### src/design/rcf_pkg.sv
// Package of constants, carriers and the check routine for the binary frame host.
// Assumes one 200 MHz clock and a byte-wide serial transceiver outside the block.
package rcf_pkg;
  localparam logic [15:0] RCF_CRC_INIT   = 16'hffff;
  localparam logic [15:0] RCF_CRC_POLY   = 16'ha001;
  localparam int          RCF_CRC_STEPS  = 8;
  localparam logic [7:0]  RCF_BCAST_ADDR = 8'h00;
  localparam logic [7:0]  RCF_OP_RD_PAR  = 8'h01;
  localparam logic [7:0]  RCF_OP_WR_PAR  = 8'h02;
  localparam logic [7:0]  RCF_OP_WR_CTL  = 8'h03;
  localparam logic [7:0]  RCF_OP_RD_STS  = 8'h04;
  localparam logic [7:0]  RCF_OP_WR_FRQ  = 8'h05;
  localparam logic [7:0]  RCF_OP_LOOP    = 8'h08;
  localparam logic [7:0]  RCF_OP_REFUSED = 8'h81;
  localparam logic [7:0]  RCF_LEN_WORD   = 8'h03;
  localparam logic [7:0]  RCF_LEN_BYTE   = 8'h02;
  localparam int          RCF_QUIET_MS   = 50;
  localparam int          RCF_CLK_KHZ    = 200000;
  localparam int          RCF_QUIET_CYC  = RCF_QUIET_MS * RCF_CLK_KHZ;

  typedef enum logic [3:0] {
    RCF_TX_IDLE  = 4'h0,
    RCF_TX_GAP   = 4'h1,
    RCF_TX_ADDR  = 4'h2,
    RCF_TX_OPERATION_CODE_FIELD  = 4'h3,
    RCF_TX_LEN   = 4'h4,
    RCF_TX_FETCH = 4'h5,
    RCF_TX_DATA  = 4'h6,
    RCF_TX_CRCL  = 4'h7,
    RCF_TX_CRCH  = 4'h8
  } rcf_tx_type;

  typedef struct packed {
    logic [7:0] addr;
    logic [7:0] operation_code_field;
    logic [7:0] payload_length_field;
    logic [7:0] count;
  } rcf_req_type;

  typedef struct packed {
    logic       crc_ok;
    logic       refused;
    logic [7:0] count;
    logic [7:0] addr;
    logic [7:0] operation_code_field;
  } rcf_rx_type;

  function automatic logic [15:0] rcf_crc_byte(input logic [15:0] crc, input logic [7:0] b);
    logic [15:0] r;
    logic        lsb;
    r = crc ^ {8'h00, b};
    for (int i = 0; i < RCF_CRC_STEPS; i++) begin
      lsb = r[0];
      r = {1'b0, r[15:1]};
      if (lsb) begin
        r = r ^ RCF_CRC_POLY;
      end
    end
    return r;
  endfunction
endpackage

### src/design/rcf_host.sv
// Host-side framer: sends binary frames with a trailing check and collects replies.
// Assumes a byte transceiver on mclk with valid/ready out and a valid strobe in.
`timescale 1ns/10ps
module rcf_host
  import rcf_pkg::*;
#(
  parameter int GAP_CYCLES = RCF_QUIET_CYC
) (
  input  wire logic        mclk,
  input  wire logic        rst_b,
  input  wire rcf_req_type req,
  input  wire logic        req_valid,
  output logic             req_ready,
  input  wire logic [7:0]  dat_byte,
  input  wire logic        dat_valid,
  output logic             dat_ready,
  output logic [7:0]       tx_byte,
  output logic             tx_valid,
  input  wire logic        tx_ready,
  input  wire logic [7:0]  rx_byte,
  input  wire logic        rx_valid,
  output logic [7:0]       rx_out_byte,
  output logic [7:0]       rx_out_pos,
  output logic             rx_out_stb,
  output logic             rx_done,
  output rcf_rx_type       rx_stat
);
  localparam int IW = $clog2(GAP_CYCLES + 2);
  localparam logic [IW-1:0] GAP_N  = IW'(GAP_CYCLES);
  localparam logic [IW-1:0] GAP_N1 = IW'(GAP_CYCLES + 1);

  if (GAP_CYCLES < 2) begin : g_gap_check
    $error("rcf_host: GAP_CYCLES must be at least 2");
  end

  typedef struct packed {
    rcf_tx_type  tx;
    rcf_req_type rq;
    logic [7:0]  cnt;
    logic [7:0]  txb;
    logic [15:0] crc_tx;
    logic [15:0] crc_rx;
    logic [IW-1:0] idle;
    logic [7:0]  rx_pos;
    logic [7:0]  rx_ob;
    logic [7:0]  rx_op;
    logic        rx_stb;
    logic        rx_done;
    rcf_rx_type  stat;
  } rcf_state_type;

  rcf_state_type st_r;
  rcf_state_type st_nxt;
  logic          tx_fire;

  assign tx_valid  = (st_r.tx inside {RCF_TX_ADDR, RCF_TX_OPERATION_CODE_FIELD, RCF_TX_LEN, RCF_TX_DATA,
                                      RCF_TX_CRCL, RCF_TX_CRCH});
  assign tx_fire   = tx_valid && tx_ready;
  assign req_ready = (st_r.tx == RCF_TX_IDLE);
  assign dat_ready = (st_r.tx == RCF_TX_FETCH);
  assign tx_byte   = st_r.txb;
  assign rx_out_byte = st_r.rx_ob;
  assign rx_out_pos  = st_r.rx_op;
  assign rx_out_stb  = st_r.rx_stb;
  assign rx_done     = st_r.rx_done;
  assign rx_stat     = st_r.stat;

  always_comb begin
    st_nxt = st_r;
    st_nxt.rx_stb  = 1'b0;
    st_nxt.rx_done = 1'b0;

    // Any byte on the shared line, either way, restarts the quiet timer.
    if (tx_fire || rx_valid) begin
      st_nxt.idle = '0;
    end else if (st_r.idle != GAP_N1) begin
      st_nxt.idle = st_r.idle + IW'(1);
    end

    case (st_r.tx)
      RCF_TX_IDLE: begin
        if (req_valid) begin
          st_nxt.rq     = req;
          st_nxt.cnt    = req.count;
          st_nxt.crc_tx = RCF_CRC_INIT;
          st_nxt.tx     = RCF_TX_GAP;
        end
      end
      RCF_TX_GAP: begin
        if (st_r.idle == GAP_N1) begin
          st_nxt.txb    = st_r.rq.addr;
          st_nxt.crc_tx = rcf_crc_byte(st_r.crc_tx, st_r.rq.addr);
          st_nxt.tx     = RCF_TX_ADDR;
        end
      end
      RCF_TX_ADDR: begin
        if (tx_ready) begin
          st_nxt.txb    = st_r.rq.operation_code_field;
          st_nxt.crc_tx = rcf_crc_byte(st_r.crc_tx, st_r.rq.operation_code_field);
          st_nxt.tx     = RCF_TX_OPERATION_CODE_FIELD;
        end
      end
      RCF_TX_OPERATION_CODE_FIELD: begin
        if (tx_ready) begin
          st_nxt.txb    = st_r.rq.payload_length_field;
          st_nxt.crc_tx = rcf_crc_byte(st_r.crc_tx, st_r.rq.payload_length_field);
          st_nxt.tx     = RCF_TX_LEN;
        end
      end
      RCF_TX_LEN, RCF_TX_DATA: begin
        if (tx_ready) begin
          if (st_r.cnt == 8'h00) begin
            st_nxt.txb = st_r.crc_tx[7:0];
            st_nxt.tx  = RCF_TX_CRCL;
          end else begin
            st_nxt.tx  = RCF_TX_FETCH;
          end
        end
      end
      RCF_TX_FETCH: begin
        // The user supplies data in wire order, most significant byte first.
        if (dat_valid) begin
          st_nxt.txb    = dat_byte;
          st_nxt.crc_tx = rcf_crc_byte(st_r.crc_tx, dat_byte);
          st_nxt.cnt    = st_r.cnt - 8'h01;
          st_nxt.tx     = RCF_TX_DATA;
        end
      end
      RCF_TX_CRCL: begin
        if (tx_ready) begin
          st_nxt.txb = st_r.crc_tx[15:8];
          st_nxt.tx  = RCF_TX_CRCH;
        end
      end
      RCF_TX_CRCH: begin
        if (tx_ready) begin
          st_nxt.tx = RCF_TX_IDLE;
        end
      end
      default: begin
        st_nxt.tx = RCF_TX_IDLE;
      end
    endcase

    // Reply side: running the check over the trailing bytes too leaves zero when intact.
    if (rx_valid) begin
      st_nxt.crc_rx = rcf_crc_byte((st_r.rx_pos == 8'h00) ? RCF_CRC_INIT : st_r.crc_rx,
                                   rx_byte);
      st_nxt.rx_ob  = rx_byte;
      st_nxt.rx_op  = st_r.rx_pos;
      st_nxt.rx_stb = 1'b1;
      if (st_r.rx_pos != 8'hff) begin
        st_nxt.rx_pos = st_r.rx_pos + 8'h01;
      end
      if (st_r.rx_pos == 8'h00) begin
        st_nxt.stat.addr = rx_byte;
      end
      if (st_r.rx_pos == 8'h01) begin
        st_nxt.stat.operation_code_field = rx_byte;
      end
    end else if (st_r.idle == GAP_N && st_r.rx_pos != 8'h00 && !tx_fire) begin
      // Quiet has just exceeded the limit, so the reply frame is complete.
      st_nxt.rx_done      = 1'b1;
      st_nxt.stat.count   = st_r.rx_pos;
      st_nxt.stat.crc_ok  = (st_r.crc_rx == 16'h0000) && (st_r.rx_pos > 8'h03);
      st_nxt.stat.refused = (st_r.stat.operation_code_field == RCF_OP_REFUSED);
      st_nxt.rx_pos       = 8'h00;
    end
  end

  always_ff @(posedge mclk) begin
    if (!rst_b) begin
      st_r <= '0;
    end else begin
      st_r <= st_nxt;
    end
  end

  a_crc_init: assert property (@(posedge mclk) disable iff (!rst_b)
    req_valid && req_ready |=> st_r.crc_tx == 16'hffff)
    else $error("check register not all ones at frame start");

  a_gap_before: assert property (@(posedge mclk) disable iff (!rst_b)
    $rose(st_r.tx == RCF_TX_ADDR) |-> $past(st_r.idle) > GAP_N)
    else $error("frame started without enough quiet");

  a_addr_first: assert property (@(posedge mclk) disable iff (!rst_b)
    tx_valid && st_r.tx == RCF_TX_ADDR |-> tx_byte == st_r.rq.addr)
    else $error("first byte is not the address");

  a_operation_code_field_second: assert property (@(posedge mclk) disable iff (!rst_b)
    tx_fire && st_r.tx == RCF_TX_ADDR |=> tx_byte == st_r.rq.operation_code_field)
    else $error("second byte is not the operation code");

  a_len_third: assert property (@(posedge mclk) disable iff (!rst_b)
    tx_fire && st_r.tx == RCF_TX_OPERATION_CODE_FIELD |=> tx_byte == st_r.rq.payload_length_field)
    else $error("third byte is not the length");

  a_data_count: assert property (@(posedge mclk) disable iff (!rst_b)
    $rose(st_r.tx == RCF_TX_CRCL) |-> st_r.cnt == 8'h00)
    else $error("check sent before all data bytes");

  a_crc_order: assert property (@(posedge mclk) disable iff (!rst_b)
    tx_fire && st_r.tx == RCF_TX_CRCL |=>
      st_r.tx == RCF_TX_CRCH && tx_byte == $past(st_r.crc_tx[15:8]))
    else $error("check high byte not after low byte");

  a_rx_boundary: assert property (@(posedge mclk) disable iff (!rst_b)
    rx_valid ##1 !rx_valid [*2] |-> !rx_done)
    else $error("reply closed before the quiet limit");

  a_fetch_byte: assert property (@(posedge mclk) disable iff (!rst_b)
    dat_valid && dat_ready |=> tx_valid && tx_byte == $past(dat_byte))
    else $error("data byte not passed on in order");

  a_crc_low: assert property (@(posedge mclk) disable iff (!rst_b)
    $rose(st_r.tx == RCF_TX_CRCL) |-> tx_byte == st_r.crc_tx[7:0])
    else $error("check low byte does not follow the data");

  a_stat_addr: assert property (@(posedge mclk) disable iff (!rst_b)
    rx_out_stb && rx_out_pos == 8'h00 |-> rx_stat.addr == rx_out_byte)
    else $error("reply address not taken from the first byte");
endmodule

### config.mk
export PLATFORM = sky130hd
export DESIGN_NAME = rcf_host
export DESIGN_NICKNAME = d
export VERILOG_FILES = /design/src/design/rcf_pkg.sv /design/src/design/rcf_host.sv
export SDC_FILE = /design/constraint.sdc
export NUM_CORES = 1
export LEC_CHECK = 0
export BUFFER_PORTS_ARGS = -buffer_cell sky130_fd_sc_hd__buf_2
export CAP_MARGIN = 20
export CORE_MARGIN = 1
export CORE_UTILIZATION = 25
export CTS_BUF_LIST = sky130_fd_sc_hd__clkbuf_4
export CTS_CLUSTER_SIZE = 12
export DETAILED_ROUTE_END_ITERATION = 10
export GPL_ROUTABILITY_DRIVEN = 0
export GPL_TIMING_DRIVEN = 0
export PLACE_DENSITY_LB_ADDON = 0.12
export SETUP_SLACK_MARGIN = 0.2
export SLEW_MARGIN = 20
export SYNTH_ARGS = -nofsm -noshare
export SYNTH_HDL_FRONTEND = slang
export SYNTH_SLANG_ARGS = --single-unit
### constraint.sdc
create_clock -name mclk -period 4.8 [get_ports mclk]
set_input_delay 0.96 -clock mclk [delete_from_list [all_inputs] [get_ports mclk]]
set_output_delay 0.96 -clock mclk [all_outputs]
set_load 0.005 [all_outputs]
==> flow_summary.ini, run 1 <==
[run_status]
status = complete, no violations

[power]
peakVddDrop_mv = 0.239
power.density_nw_per_um2 = 578
report.power.total_mw = 5.90
p_leak_nw = 4.05

[logic_synthesis]
yosys.area.top_type = dfxtp_1
synth_warnings = 0
synth_compound_area_share_pct = 14.5
avgSynthCellArea_um2 = 8.40
synthAdderAreaFrac_pct = 1.14
yosysSeqAreaShare_pct = 34.7
syn-num-nets = 1104
yosysUniqueCellTypes = 73
synthXorXnorAreaFrac_pct = 15.4
synth_top_family_by_area = simple AND/OR/NAND/NOR gates
synth_edf_count = 0
syn-cell-area_um2 = 8760
synth_top_cell_area_share_pct = 34.7
synth_flop_cell = dfxtp_1
synth-seq-cells = 152
async_flop_share_pct = 0
synthCells = 1042
synthSimpleGateAreaFrac_pct = 19.9
synth_mux_area_share_pct = 6.52
synth.area.top_cells = dfxtp_1 (35%), xnor2_1 (8.5%), mux2i_1 (5.5%)

[worst_setup_path]
cpPeakStageDelay_ns = 0.60
worstPathMaxFanout = 10
crit_chain = clkbuf_1 > nor2_1 > nand3_1 > inv_1 > clkbuf_1 > clkbuf_1 > buf_2
cp.required_ns = 3.84
crit_top_cell = clkbuf_1
path_buf_inv = 5
start_kind = flop
critPathKind = reg -> out
worstPathArrival_ns = 3.37
cp_slowest_cell = clkbuf_1
end_kind = primary output
critPathTopFamily = buffers and inverters

[route]
drt-total-wl_um = 28900
vias_per_cell = 4.64
wl_per_cell_um = 17.6
drt_iter0_drc = 577
drc = 0
dr_wl_met2_um = 12800
highest_layer = met4
vias = 7597
drtPass1Iterations = 6
ant_nets = 0
met3_length_um = 1200
wl_met1_um = 14500

[die]
initial_core_util_pct = 25.4
core_region_area_um2 = 34500
die_w_um = 189
num_rows = 68
die_h_um = 189
dieArea_um2 = 35800
ios = 109

[place]
io_buffer_count = 106
placed_cell_area_um2 = 9860
post-place-cells = 1603
hpwl_um = 22200

[timing]
grt_setup_unrepaired = no
layout_min_cycle_time_ns = 4.33
worstMarginPinSlew_ns = 1.12
fmax_ghz = 0.231
hold_viol = 0
skew_ns = 0.0363
slew_violations = 0
finalSetupViolCount = 0
fin_setup_tns_ns = 0
fin_crit_sh_pct = 90.2
maxSlewHeadroom_pct = 24.4

[finish]
nFillCells = 3867
nets = 1229
drive_gt1_share_pct = 19.0
mostFrequentLayoutCell = dfxtp_1
final_util_pct = 29.6
stdcell_count = 1637
layout_common_cells = dfxtp_1 (152), buf_2 (111), nand2_1 (110), nor2_1 (105), xnor2_1 (85)
syn_to_final_growth_pct = 16.6
final_cell_area_um2 = 10200

[clock_network]
clockBufferDepth = 2
cts_hold_buffers = 0
post_cts_resize_count = 0
insertion_delay_ns = 0.60
h-tree-depth = 4
cts_root_buffer = clkbuf_4
postCtsSetupBuffers = 0
cts.sinks = 152
cts_tree = built
clkTransAtPathRegs_ns = 0.16
cts_buffers = 17

[grt]
grt_overflow = 0
grt_max_degree = 17
grt_pass1_vias = 7492
antenna_found_initial = 1
grt_first_pass_wirelength_um = 44800
grt_use_total_pct = 16.5

[job]
cap_viol_max_count = 0

[min_path]
hold_path.class = reg -> reg
[metal layers]
layer  up-vias  GRT usage, %
met5         -             0
met4         0          4.25
met3        24          3.26
met2       147          25.7
met1      3630          23.2
li1       3796             -
[area by class of cell]
| type | instances | area [um2] | share of cell area [%] |
|---|---|---|---|
| Clock inverter | 13 | 203 | 1.99 |
| Timing Repair Buffer | 106 | 531 | 5.20 |
| Clock buffer | 19 | 143 | 1.40 |
| Antenna cell | 2 | 5.00 | 0.0490 |
| Inverter | 19 | 71.3 | 0.698 |
| Tap cell | 455 | 569 | 5.58 |
| Multi-Input combinational cell | 762 | 5040 | 49.3 |
| Buffer | 109 | 611 | 5.98 |
| Sequential cell | 152 | 3040 | 29.8 |
[Yosys cell counts, types with 10 or more instances]
cell,instances
xor2_1,44
nor2b_1,39
nand2_1,110
nand3_1,35
nor2_1,105
xnor2_1,85
clkbuf_1,47
inv_1,18
o22ai_1,14
mux2i_1,48
a222oi_1,10
a21boi_0,10
a21oi_1,64
nand4_1,12
dfxtp_1,152
buf_4,52
o21ai_0,40
[worst reg2reg max path, cell delays in order, from the launching register on]
cell	delay, ns
dfxtp_1	0.33
clkbuf_1	0.20
nor2_1	0.39
nand3_1	0.32
inv_1	0.22
clkbuf_1	0.44
clkbuf_1	0.61
a21oi_1	0.12
a31oi_1	0.18
o22ai_1	0.10
nor2_1	0.11
[sequential cells by signal, summed over array words and instances (netlist names)]
name	count
rx_out_pos	8
rx_out_stb	1
st_r	100
rx_out_byte	8
rx_stat	26
tx_byte	8
rx_done	1
[per-stage QoR]
| step | hold slack (ns) | setup slack [ns] |
|---|---|---|
| after CTS | 0.476 | 0.497 |
| after detailed placement | 0.458 | 1.24 |
| after global placement | 0.450 | 1.14 |
| after floorplan | 0.437 | 2.12 |
| after global routing | 0.504 | 0.235 |
| final | 0.468 | 0.471 |
[report_power, final]
part,total [mW],switching [mW],internal [mW]
Combinational,3.27,1.92,1.35
Sequential,1.64,0.201,1.44
Clock,0.986,0.513,0.473
Total,5.90,2.63,3.26
[worst paths after layout]
kind / cells past startpoint / to / slack [ns] / start
worst max-delay path: 7 / dat_ready / 0.47 / st_r[157]$_SDFFE_PN0P_
worst min-delay path: 2 / rx_stat[15]$_SDFFE_PN0P_ / 0.47 / rx_stat[15]$_SDFFE_PN0P_
worst max register to register: 10 / st_r[121]$_SDFFE_PN0P_ / 1.69 / st_r[157]$_SDFFE_PN0P_
worst min register to register: 2 / rx_stat[15]$_SDFFE_PN0P_ / 0.47 / rx_stat[15]$_SDFFE_PN0P_
[logic make-up (layout without fill, tap and decap cells)]
family                     count (synthesis)  in the layout
other                                      0              2
and+or+nand+nor                          361            361
DFF                                      152            152
AOI/OAI and AO/OA                        197            197
muxes                                     56             56
xor gates and xnor gates                 140            140
buffers and inverters                    128            266
adders and majority gates                  8              8
Note: power is estimated with default switching activity, not from simulation.
==> run 2, diff against run 1 <==
--- a/config.mk
+++ b/config.mk
@@ -7,13 +7,12 @@
 export LEC_CHECK = 0
 export BUFFER_PORTS_ARGS = -buffer_cell sky130_fd_sc_hd__buf_2
 export CAP_MARGIN = 20
-export CORE_MARGIN = 1
-export CORE_UTILIZATION = 25
+export CORE_MARGIN = 8
+export CORE_UTILIZATION = 35
 export CTS_BUF_LIST = sky130_fd_sc_hd__clkbuf_4
 export CTS_CLUSTER_SIZE = 12
 export DETAILED_ROUTE_END_ITERATION = 10
 export GPL_ROUTABILITY_DRIVEN = 0
-export GPL_TIMING_DRIVEN = 0
 export PLACE_DENSITY_LB_ADDON = 0.12
 export SETUP_SLACK_MARGIN = 0.2
 export SLEW_MARGIN = 20
==> run 2 against run 1 <==
Clock skew shrank 0.0024 ns. Critical path depth is 3 lower. Clock power is 4.7% lower. Global-route usage is 0.22 points lower. Routed wire length fell by 14%. Fmax grew 24%. Power is 3.0% lower. Register-to-register slack gained 0.02 ns. Worst hold slack got worse by 0.00056 ns. Core utilization is 8.7 points higher. Largest cell class unchanged.
==> flow_summary.ini, run 2 (synthesis results as in run 1) <==
[timing]
skew_ns = 0.0339
fin_setup_tns_ns = 0
hold_ws_ns = 0.467
hold_viol = 0
fin_crit_sh_pct = 72.8
fmax_ghz = 0.286
maxSlewHeadroom_pct = 26.8
finalSetupViolCount = 0
layout_min_cycle_time_ns = 3.50
worstMarginPinSlew_ns = 1.09
slew_violations = 0
grt_setup_unrepaired = no

[worst_setup_path]
start_kind = flop
end_kind = primary output
worstPathMaxFanout = 22
cp.required_ns = 3.84
critPathKind = reg -> out
worstPathArrival_ns = 2.54

[route]
drc = 0
drt-total-wl_um = 25000
ant_nets = 0
wl_per_cell_um = 17.6
drt_iter0_drc = 546
vias = 7162
vias_per_cell = 5.07
drtPass1Iterations = 5

[place]
hpwl_um = 17900
io_buffer_count = 108

[die]
ios = 109
core_region_area_um2 = 24900
initial_core_util_pct = 35.2
num_rows = 58
die_w_um = 174
dieArea_um2 = 30300
die_h_um = 174

[power]
peakVddDrop_mv = 0.273
p_leak_nw = 3.75
power.density_nw_per_um2 = 601

[grt]
antenna_found_initial = 3
grt_max_degree = 64
met2_usage_pct = 24.3
gr-usage-met1_pct = 23.3
grt_overflow = 0
grt_use_total_pct = 16.3
grt_first_pass_wirelength_um = 39700
grt_pass1_vias = 6944
use_met3_pct = 3.28
gr-max-usage-layer = met2

[finish]
largest_reg_flops = 100
layout_common_cells = dfxtp_1 (152), nand2_1 (110), buf_2 (108), nor2_1 (105), xnor2_1 (85)
mostFrequentLayoutCell = dfxtp_1
drive_gt1_share_pct = 16.6
top_register = st_r
nets = 1132
syn_to_final_growth_pct = 8.64

[job]
cap_viol_max_count = 0

[clock_network]
cts_root_buffer = clkbuf_4
h-tree-depth = 4
clkTransAtPathRegs_ns = 0.17
cts.sinks = 152
postCtsSetupBuffers = 0
post_cts_resize_count = 0
insertion_delay_ns = 0.58
clockBufferDepth = 2
cts_buffers = 17
cts_hold_buffers = 0
cts_tree = built

[min_path]
hold_path.class = reg -> reg

[run_status]
status = complete, no violations
==> run 2: cell types whose count changed in the layout (fill, tap and decap cells not counted), moves of 2 or more <==
cell	delta
inv_6	+4
inv_8	+3
buf_2	-3
clkinvlp_4	-4
buf_4	-42
clkinv_2	-2
clkinv_4	+2
buf_1	-5
bufinv_16	-2
clkbuf_1	-47
==> run 2: metal layers <==
metal / vias up / wire length [um]
met5: - / 23
met4: 4 / 424
met3: 34 / 937
met2: 130 / 10800
met1: 3395 / 12700
li1: 3599 / -
==> run 2: final timing paths <==
| path | from | slack, ns | end | cells past startpoint |
|---|---|---|---|---|
| worst max-delay path | st_r[157]$_SDFFE_PN0P_ | 1.30 | dat_ready | 4 |
| worst min register to register | rx_stat[15]$_SDFFE_PN0P_ | 0.47 | rx_stat[15]$_SDFFE_PN0P_ | 2 |
| worst max register to register | st_r[69]$_SDFFE_PP0N_ | 1.71 | st_r[92]$_SDFFE_PN0P_ | 6 |
| worst min-delay path | rx_stat[15]$_SDFFE_PN0P_ | 0.47 | rx_stat[15]$_SDFFE_PN0P_ | 2 |
==> run 2: worst max-delay path, stage by stage, from the launching register on <==
cell	delay, ns
dfxtp_1	0.53
nor2_1	0.37
nand3_1	0.14
inv_1	0.67
buf_2	0.25
==> run 2: power breakdown <==
part	switching, mW	leakage, nW	internal [mW]	total, mW
clock network	0.549	0.181	0.391	0.940
logic	1.73	2.33	1.30	3.03
registers	0.311	1.24	1.44	1.75
==> run 2: cell type report <==
class	count	area, um2
Sequential cell	152	3040
Fill cell	2630	15400
Timing Repair Buffer	118	616
Multi-Input combinational cell	762	5030
Antenna cell	1	2.50
Tap cell	330	413
Inverter	19	71.3
Clock buffer	18	135
Clock inverter	14	201
==> run 2: stage by stage <==
| step | std cells | setup WS, ns | utilization (%) | cell area [um2] | power (mW) |
|---|---|---|---|---|---|
| global placement | 1381 | 1.78 | 36.9 | 9180 | 4.78 |
| global route | 1414 | 1.13 | 38.2 | 9510 | 6.11 |
| finish | 1414 | 1.30 | 38.2 | 9510 | 5.72 |
| detailed placement | 1381 | 1.74 | 36.9 | 9180 | 4.77 |
| floorplan | 1042 | 2.12 | - | 8760 | 4.10 |
| CTS | 1413 | 1.29 | 38.2 | 9510 | 5.73 |
==> run 3, diff against run 2 <==
==> constraint.sdc (replaced) <==
create_clock -name mclk -period 3.52 [get_ports mclk]
set_input_delay 0.704 -clock mclk [delete_from_list [all_inputs] [get_ports mclk]]
set_output_delay 0.704 -clock mclk [all_outputs]
set_load 0.005 [all_outputs]
==> run 3 against run 2 <==
Combinational power is 40% higher. Sequential share of layout area is 0.27 points lower. Worst hold slack worse by 0.11 ns. Non-clock buffer count is 13 higher. Via count is 0.71% lower. Clock skew is 0.0072 ns lower. Critical path depth stayed put. Power is 36% higher. Routed wire length is 0.10% lower. Clock power is 29% higher. Design area is 0.88% higher.
==> flow_summary.ini, run 3 (synthesis results as in run 1) <==
[grt]
gr-usage-met1_pct = 23.1
gr-max-usage-layer = met2
grt_use_total_pct = 16.4
grt_pass1_vias = 7092
use_met3_pct = 3.56
grt_max_degree = 36
grt_overflow = 0
met2_usage_pct = 25.1
grt_first_pass_wirelength_um = 40300
antenna_found_initial = 2

[place]
post-place-cells = 1394
io_buffer_count = 108
placed_cell_area_um2 = 9270
hpwl_um = 18600

[power]
p_leak_nw = 3.79
power.density_nw_per_um2 = 812
peakVddDrop_mv = 0.406

[finish]
layout_common_cells = dfxtp_1 (151), nand2_1 (110), buf_2 (108), nor2_1 (105), xnor2_1 (85)
multi_input_area_um2 = 5030
ff_latch_area_um2 = 3040
stdcell_count = 1427
largest_reg_flops = 100
mostFrequentLayoutCell = dfxtp_1
nFillCells = 2655
syn_to_final_growth_pct = 9.60
nets = 1145
drive_gt1_share_pct = 17.8
final_cell_area_um2 = 9600
top_register = st_r

[clock_network]
cts_tree = built
cts_root_buffer = clkbuf_4
cts_buffers = 17
clockBufferDepth = 2
cts.sinks = 152
h-tree-depth = 4
cts_hold_buffers = 0
insertion_delay_ns = 0.56
clkTransAtPathRegs_ns = 0.15

[worst_setup_path]
end_kind = primary output
critPathKind = reg -> out
cp_slowest_cell = dfxtp_2
worstPathArrival_ns = 2.16
cpPeakStageDelay_ns = 0.56
crit_chain = nor2_1 > nand3_1 > clkinvlp_4 > buf_2
worstPathMaxFanout = 22
start_kind = flop
cp.required_ns = 2.82

[route]
drt_iter0_drc = 443
wl_per_cell_um = 17.5
drt-total-wl_um = 24900
drc = 0
vias = 7111
vias_per_cell = 4.98
drtPass1Iterations = 5
ant_nets = 0

[min_path]
hold_path.class = in -> reg

[timing]
slew_violations = 0
fin_setup_tns_ns = 0
maxSlewHeadroom_pct = 31.3
finalSetupViolCount = 0
hold_viol = 0
grt_setup_unrepaired = no
fin_crit_sh_pct = 81.4
worstMarginPinSlew_ns = 1.02
layout_min_cycle_time_ns = 2.86
skew_ns = 0.0267
fmax_ghz = 0.349

[die]
die_w_um = 174
dieArea_um2 = 30300
ios = 109
core_region_area_um2 = 24900
num_rows = 58
initial_core_util_pct = 35.2
die_h_um = 174

[job]
cap_viol_max_count = 0

[run_status]
status = complete, no violations
run 3: cell types whose count changed in the layout (fill, tap and decap cells not counted), moves of 2 or more:
| cell | previous run | this run |
|---|---|---|
| clkinvlp_4 | 0 | 3 |
| inv_8 | 3 | 5 |
| buf_4 | 10 | 23 |
| inv_6 | 4 | 2 |
run 3: routing by layer:
metal	vias up	wire length, um
met2	135	10900
met4	0	306
li1	3617	-
met3	17	1020
met5	-	0
met1	3342	12700
run 3: cell type report:
class | instances | area share, %
antenna | 1 | 0.0261
clock buffer | 18 | 1.41
clock inverter | 14 | 1.90
inverter | 19 | 0.782
multi-input combinational | 762 | 52.4
sequential | 152 | 31.7
tap | 330 | 4.30
timing repair buffer | 131 | 7.43
run 3: timing repair:
item / 4_1_cts / 5_1_grt
setup endpoints to repair: 0 / 1
endpoints found under the hold margin: 0 / 0
buffers inserted: 0 / 0
resized for setup: 0 / 2
run 3: worst paths after layout:
kind,start,end,slack [ns],depth (start not counted)
min,req[13],st_r[137]$_SDFFE_PN0P_,0.36,3
max reg2reg,st_r[69]$_SDFFE_PP0N_,st_r[92]$_SDFFE_PN0P_,0.77,8
min reg2reg,rx_stat[13]$_SDFFE_PN0P_,rx_stat[13]$_SDFFE_PN0P_,0.47,2
max,st_r[157]$_SDFFE_PN0P_,dat_ready,0.66,4
run 3: through the flow:
stage                     power [mW]  util [%]  setup WS (ns)  hold WS, ns
after global routing            8.35      38.6          0.462        0.304
after floorplan                 5.59         -           1.09        0.437
after detailed placement        6.59      37.3          0.792        0.456
final                           7.80      38.6          0.655        0.358
after global placement          6.61      37.3          0.837        0.456
after CTS                       7.82      38.5          0.327        0.313
run 3: worst max-delay path, delay by kind of cell, from the launching register on:
family	cells	cell delay, ns
buffers and inverters	2	0.70
DFF	1	0.56
and+or+nand+nor	2	0.33
run 3: power breakdown:
| part | switching, mW | leakage, nW | internal, mW | total (mW) |
|---|---|---|---|---|
| Sequential | 0.394 | 1.24 | 1.97 | 2.36 |
| Clock | 0.741 | 0.166 | 0.465 | 1.21 |
| Combinational | 2.39 | 2.38 | 1.84 | 4.23 |
